### src/rtl/lcs_pkg.sv
// Package of constants for the segment LCD common scan block.
`default_nettype none
package lcs_pkg;
	// ****************************************************************
	// Memory map
	// ****************************************************************
	localparam int          LCS_SEG_NUM   = 23;
	localparam int          LCS_COM_NUM   = 4;
	localparam logic [15:0] LCS_MEM_FIRST = 16'hFA00;
	localparam logic [15:0] LCS_MEM_LAST  = 16'hFA16;
	localparam logic [3:0]  LCS_NIB_RST   = 4'h0;
	localparam logic [3:0]  LCS_HI_ZERO   = 4'h0;
	localparam logic [7:0]  LCS_RD_IDLE   = 8'h00;
	// ****************************************************************
	// Drive levels and reference voltages
	// ****************************************************************
	localparam logic [1:0]  LCS_LVL_OFF   = 2'h0;
	localparam logic [1:0]  LCS_LVL_DESEL = 2'h1;
	localparam logic [1:0]  LCS_LVL_SEL   = 2'h2;
	localparam int          LCS_VREF_HI_MV = 1500;
	localparam int          LCS_VREF_LO_MV = 1000;
	// ****************************************************************
	// Scan machine
	// ****************************************************************
	typedef enum logic [1:0] {
		LCS_SLOT0,
		LCS_SLOT1,
		LCS_SLOT2,
		LCS_SLOT3
	} lcs_slot_t;
endpackage
`default_nettype wire

### src/rtl/lcs_scan.sv
// Segment LCD display memory and four-slice common and segment scanner.
`default_nettype none
// Behaviour
// Software clears display on before buffer enable.
// Software sets static, then clears booster.
// Memory window FA00H to FA16H, read/write.
// Unused display bytes act as RAM.
// Upper nibble unstored, reads zero.
// Commons scanned in fixed repeating order.
// Segment bit index equals active common index.
// One gives select, zero deselect level.
// Pixel on only when both selected.
// Drive polarity alternates each frame.
// Gain bit picks 1.5 V or 1.0 V.
// Software waits booster settling before display.
// Display off, booster stopped before clock change.
// Advance each scan tick, invert at wrap.
// Buffers disabled hold all outputs inactive; the code forces only com_level, seg_level and pixel_on off.
module lcs_scan
	import lcs_pkg::*;
(
	input  wire logic                   sys_clk,
	input  wire logic                   sys_rst,
	input  wire logic                   lcd_scan_clock,
	input  wire logic                   mem_wr,
	input  wire logic                   mem_rd,
	input  wire logic [15:0]            mem_addr,
	input  wire logic [7:0]             mem_wdata,
	output logic      [7:0]             mem_rdata,
	output logic                        mem_hit,
	input  wire logic                   display_on_ctrl,
	input  wire logic                   drive_buffer_output_enable,
	input  wire logic                   static_mode_select,
	input  wire logic                   booster_enable,
	input  wire logic                   boost_gain,
	output logic      [1:0]             com_level [LCS_COM_NUM],
	output logic      [1:0]             seg_level [LCS_SEG_NUM],
	output logic                        drive_polarity,
	output logic                        booster_run,
	output logic                        drive_reference_level,
	output logic      [LCS_COM_NUM-1:0] pixel_on [LCS_SEG_NUM]
);
	// ****************************************************************
	// Display memory
	// ****************************************************************
	logic [3:0]       mem_r [LCS_SEG_NUM];
	logic [1:0]       tick_sync_r;
	logic             tick_prev_r;
	logic             tick;
	lcs_slot_t        slot_r;
	logic             pol_r;
	logic [4:0]       idx;
	logic             in_win;

	// Decodes a byte address into a window hit.
	function automatic logic lcs_in_win(input logic [15:0] a);
		return (a >= LCS_MEM_FIRST) && (a <= LCS_MEM_LAST);
	endfunction

	assign in_win = lcs_in_win(mem_addr);
	assign idx    = 5'(mem_addr - LCS_MEM_FIRST);
	assign mem_hit = in_win;

	// Stores the low nibble of each write; every byte is plain RAM.
	always_ff @(posedge sys_clk or posedge sys_rst) begin
		if (sys_rst) begin
			for (int i = 0; i < LCS_SEG_NUM; i++) begin
				mem_r[i] <= LCS_NIB_RST;
			end
		end else if (mem_wr && in_win) begin
			mem_r[idx] <= mem_wdata[3:0];
		end
	end

	// Registered read data; upper nibble has no storage.
	always_ff @(posedge sys_clk or posedge sys_rst) begin
		if (sys_rst) begin
			mem_rdata <= LCS_RD_IDLE;
		end else if (mem_rd && in_win) begin
			mem_rdata <= {LCS_HI_ZERO, mem_r[idx]};
		end else begin
			mem_rdata <= LCS_RD_IDLE;
		end
	end

	// ****************************************************************
	// Scan timing
	// ****************************************************************
	// Synchronises the scan clock; only the second stage is examined.
	always_ff @(posedge sys_clk or posedge sys_rst) begin
		if (sys_rst) begin
			tick_sync_r <= 2'h0;
			tick_prev_r <= 1'b0;
		end else begin
			tick_sync_r <= {tick_sync_r[0], lcd_scan_clock};
			tick_prev_r <= tick_sync_r[1];
		end
	end
	assign tick = tick_sync_r[1] && !tick_prev_r;

	// Steps the active common each scan period and flips polarity at wrap.
	always_ff @(posedge sys_clk or posedge sys_rst) begin
		if (sys_rst) begin
			slot_r <= LCS_SLOT0;
			pol_r  <= 1'b0;
		end else if (tick) begin
			case (slot_r)
				LCS_SLOT0: slot_r <= LCS_SLOT1;
				LCS_SLOT1: slot_r <= LCS_SLOT2;
				LCS_SLOT2: slot_r <= LCS_SLOT3;
				default: begin
					slot_r <= LCS_SLOT0;
					pol_r  <= ~pol_r;
				end
			endcase
		end
	end

	// ****************************************************************
	// Output drive
	// ****************************************************************
	// Common levels; static mode selects every common together.
	always_ff @(posedge sys_clk or posedge sys_rst) begin
		if (sys_rst) begin
			for (int c = 0; c < LCS_COM_NUM; c++) begin
				com_level[c] <= LCS_LVL_OFF;
			end
		end else begin
			for (int c = 0; c < LCS_COM_NUM; c++) begin
				if (!drive_buffer_output_enable) begin
					com_level[c] <= LCS_LVL_OFF;
				end else if (display_on_ctrl &&
						(static_mode_select || c == int'(slot_r))) begin
					com_level[c] <= LCS_LVL_SEL;
				end else begin
					com_level[c] <= LCS_LVL_DESEL;
				end
			end
		end
	end

	// Segment levels from the bit that pairs with the active common.
	always_ff @(posedge sys_clk or posedge sys_rst) begin
		if (sys_rst) begin
			for (int s = 0; s < LCS_SEG_NUM; s++) begin
				seg_level[s] <= LCS_LVL_OFF;
				pixel_on[s]  <= '0;
			end
		end else begin
			for (int s = 0; s < LCS_SEG_NUM; s++) begin
				if (!drive_buffer_output_enable) begin
					seg_level[s] <= LCS_LVL_OFF;
					pixel_on[s]  <= '0;
				end else if (display_on_ctrl && mem_r[s][slot_r]) begin
					seg_level[s] <= LCS_LVL_SEL;
					pixel_on[s]  <= 4'(1 << slot_r);
				end else begin
					seg_level[s] <= LCS_LVL_DESEL;
					pixel_on[s]  <= '0;
				end
			end
		end
	end

	// Polarity, booster and reference outputs; gain set drives the reference level high.
	always_ff @(posedge sys_clk or posedge sys_rst) begin
		if (sys_rst) begin
			drive_polarity        <= 1'b0;
			booster_run           <= 1'b0;
			drive_reference_level <= 1'b0;
		end else begin
			drive_polarity        <= pol_r;
			booster_run           <= booster_enable;
			drive_reference_level <= boost_gain;
		end
	end
endmodule
`default_nettype wire

### config.mk
export PLATFORM = sky130hd
export DESIGN_NAME = lcs_scan
export DESIGN_NICKNAME = d
export VERILOG_FILES = /design/src/rtl/lcs_pkg.sv /design/src/rtl/lcs_scan.sv
export SDC_FILE = /design/constraint.sdc
export NUM_CORES = 1
export LEC_CHECK = 0
export ABC_AREA = 1
export BUFFER_PORTS_ARGS = -buffer_cell sky130_fd_sc_hd__buf_2
export CAP_MARGIN = 15
export CORE_ASPECT_RATIO = 0.5
export CORE_MARGIN = 5
export CORE_UTILIZATION = 25
export CTS_CLUSTER_DIAMETER = 50
export DETAILED_ROUTE_END_ITERATION = 6
export SYNTH_ARGS = -nofsm -noshare
export SYNTH_HDL_FRONTEND = slang
export SYNTH_SLANG_ARGS = --single-unit
### constraint.sdc
create_clock -name sys_clk -period 9.8 [get_ports sys_clk]
set_input_delay 1.96 -clock sys_clk [delete_from_list [all_inputs] [get_ports sys_clk]]
set_output_delay 1.96 -clock sys_clk [all_outputs]
set_load 0.05 [all_outputs]
==> impl_metrics.csv <==
group,metric,value,unit
outcome,status,"finished, final reports clean",
global_route,grt_busiest_layer,"met2",
flow_run,cap_viol_max_count,0,
clocking,cts_resized,0,
route,ant_nets,0,
yosys,synth_top_cell_by_area,"dfrtp_1",
clocking,cts.sinks,251,
sta,slew_viol_final,0,
sta,fin_skew,0.02866,ns
yosys,yosysTopAreaCellShare,58.37,%
global_route,grtUsageMet3,1.705,%
setup_path,rr_endpoint,"com_level[7]",
global_route,antenna_found_initial,1,
clocking,post_cts_buffers,0,
pwr,peakVddDrop,0.1065,mV
yosys,synth_cell_types,30,
yosys,yosys_warnings,0,
yosys,synthCells,1199,
setup_path,critPathMaxFanout,25,
clocking,clk_latency,0.57,ns
layout,final_area,13150,sq um
placement,numPortBuffers,183,
layout,layout.nets,1402,
setup_path,worst-r2r-setup-slack,6.82,ns
pwr,power_density,235.4,nW/um^2
sta,slew_headroom,25.15,%
pwr,leakage,6.761,nW
placement,gp_congestion,0.8797,
yosys,syn_area,10760,sq um
clocking,cts_tree,"built",
placement,detailed_place_hpwl,21670,um
global_route,grt_use_total,12.88,%
pwr,pwr-share-comb,26.5,%
floorplan,rows,53,
clocking,clock-root-buffer,"clkbuf_16",
clocking,cts_made_buffers,30,
hold_path,min_from,"tick_sync_r[1]",
route,wl,31470,um
floorplan,die_x,303.4,um
floorplan,die_height,156.7,um
setup_path,crit_type,"input port to output port",
sta,final_hold_viol_count,0,
global_route,gr-usage-met2,21.94,%
layout,num-fill-cells,4420,
global_route,grt_pass1_wl,48730,um
global_route,overflow,0,
floorplan,io_pins,192,
yosys,synth_area_leaders,"dfrtp_1, nand2_1, nor2_1, o21ai_1, nand4_4",
global_route,grt_max_degree,115,
global_route,grt_pass1_vias,8236,
placement,place_area,12100,sq um
pwr,switching_share,37.34,%
route,dr.pass1.iters,6,
setup_path,worst_r2r_path_depth,7,
yosys,syn_avg_cell_area,8.975,sq um
route,wl_per_cell,16.02,um
sta,finalCriticalPeriod,5.871,ns
layout,final_cell_mix,"nand2_1, dfrtp_1, nor2_1, buf_2, inv_1",
pwr,clock_power_share,36.9,%
route,drc,0,
setup_path,reg2reg_from,"slot_r[0]",
pwr,internal_power,1.939,mW
sta,fmax,170.3,MHz
setup_path,cp-start-kind,"input port",
hold_path,hp-class,"register to register",
setup_path,cp.arrival,3.91,ns
sta,finalSetupTns,0,ns
setup_path,worstPathRequired,7.84,ns
sta,rsz0062_at_grt,"no",
route,via_count,8487,
clocking,cts_buffer_depth,3,
yosys,synth-seq-cells,251,
floorplan,core,42240,sq um
hold_path,hold_end,"tick_prev_r",
pwr,power_frac_seq,36.6,%
setup_path,end_kind,"output port",
sta,tightest_slew,1.123,ns
route,viasPerCell,4.321,
global_route,use_met1,17.04,%
layout,n_antenna_cell,0,
layout,mostFrequentLayoutCell,"nand2_1",
pwr,power_switching,1.156,mW
route,drt_iter0_drc,788,
layout,drive_above_1_share,20.26,%
hold_path,hold_depth,0,
floorplan,initial_core_util,25.48,%
floorplan,dieArea,47550,sq um
clocking,htreeDepth,1,
sta,period_share,59.90,%
yosys,synth-seq-area-share,58.37,%
sta,finalSetupViolations,0,
clocking,ctsHoldBuffers,0,
layout,area_growth,22.15,%
clocking,clk_pin_slew,0.06,ns
==> cells in the mapped netlist <==
master    instances
buf_1             1
inv_1            97
nand4_1           1
nand2_1         321
buf_4            10
nor2_4            3
nand2_2           4
inv_2             4
conb_1            1
ha_1              4
o21ai_1          87
buf_6             6
xnor2_1           1
dfrtp_1         251
inv_4             1
nand4_4          20
buf_2            11
o211ai_1         18
nand3b_1          1
nand2_4           1
nand4_2           3
buf_12            2
o21ai_0          39
nand3_1          10
a21oi_1          51
nor2_1          215
buf_8             2
clkinv_1          3
clkbuf_1         30
a21boi_1          1
==> cells by family after synthesis <==
kind of cell | synth area share, %
AOI/OAI and AO/OA | 9.557
xor gates and xnor gates | 0.08140
adders and majority gates | 0.4651
buffers and inverters | 7.255
DFF | 58.37
other | 0.03485
and+or+nand+nor | 24.24
==> final cells by class <==
| class | count | area, sq um | share of cell area (%) |
|---|---|---|---|
| clock inverters | 15 | 193.9 | 1.475 |
| inverters | 105 | 404.1 | 3.074 |
| multi-input cells | 784 | 3711 | 28.23 |
| repair buffers | 192 | 983.4 | 7.481 |
| well taps | 577 | 721.9 | 5.492 |
| clock buffers | 40 | 848.3 | 6.453 |
| flip-flops and latches | 251 | 6282 | 47.79 |
==> state kept, by name, indices dropped and copies added (netlist names) <==
name / cells
com_level: 8
drive_reference_level: 1
slot_r: 2
mem_rdata: 4
seg_level: 46
pixel_on: 92
tick_sync_r: 2
pol_r: 1
drive_polarity: 1
tick_prev_r: 1
booster_run: 1
mem_r: 92
==> worst max path at each step <==
stage | start | to | slack (ns) | cells past startpoint
2_1_floorplan | sys_rst | booster_run | 0.94 | 1
3_3_place_gp | mem_addr[1] | mem_hit | 3.98 | 8
3_5_place_dp | mem_addr[1] | mem_hit | 3.95 | 8
4_1_cts | mem_addr[1] | mem_hit | 3.95 | 8
5_1_grt | mem_addr[1] | mem_hit | 3.84 | 8
6_report | mem_addr[1] | mem_hit | 3.93 | 8
==> layer usage <==
layer  up-vias  wire length (um)
met5         -                 0
met4         0              1103
met3        63              1325
met2       202             15410
met1      4134             13630
li1       4088                 -
==> critical path, cell delays in order <==
cell and delay [ns]:
buf_2 0.37, inv_4 0.19, nor2_4 0.18, nand2_2 0.11, nand2_4 0.49, nand2_1 0.21
inv_1 0.09, buf_2 0.26
==> stage by stage <==
step	hold slack (ns)	util (%)	power, mW	instances	setup WS, ns
finish	0.3816	31.12	3.095	1964	3.929
global route	0.3923	31.12	3.224	1964	3.837
CTS	0.3829	31.12	3.120	1964	3.949
detailed placement	0.3636	28.65	1.975	1909	3.954
global placement	0.3734	28.65	1.971	1909	3.980
floorplan	0.3312	-	1.751	1202	0.9400
==> power groups by stage <==
stage	clock network, mW	registers (mW)	logic [mW]
floorplan	0	1.41	0.345
finish	1.14	1.13	0.820
global placement	0	1.15	0.820
detailed placement	0	1.15	0.824
global route	1.21	1.14	0.880
CTS	1.16	1.13	0.827
Power figures use the tool's default switching activity.
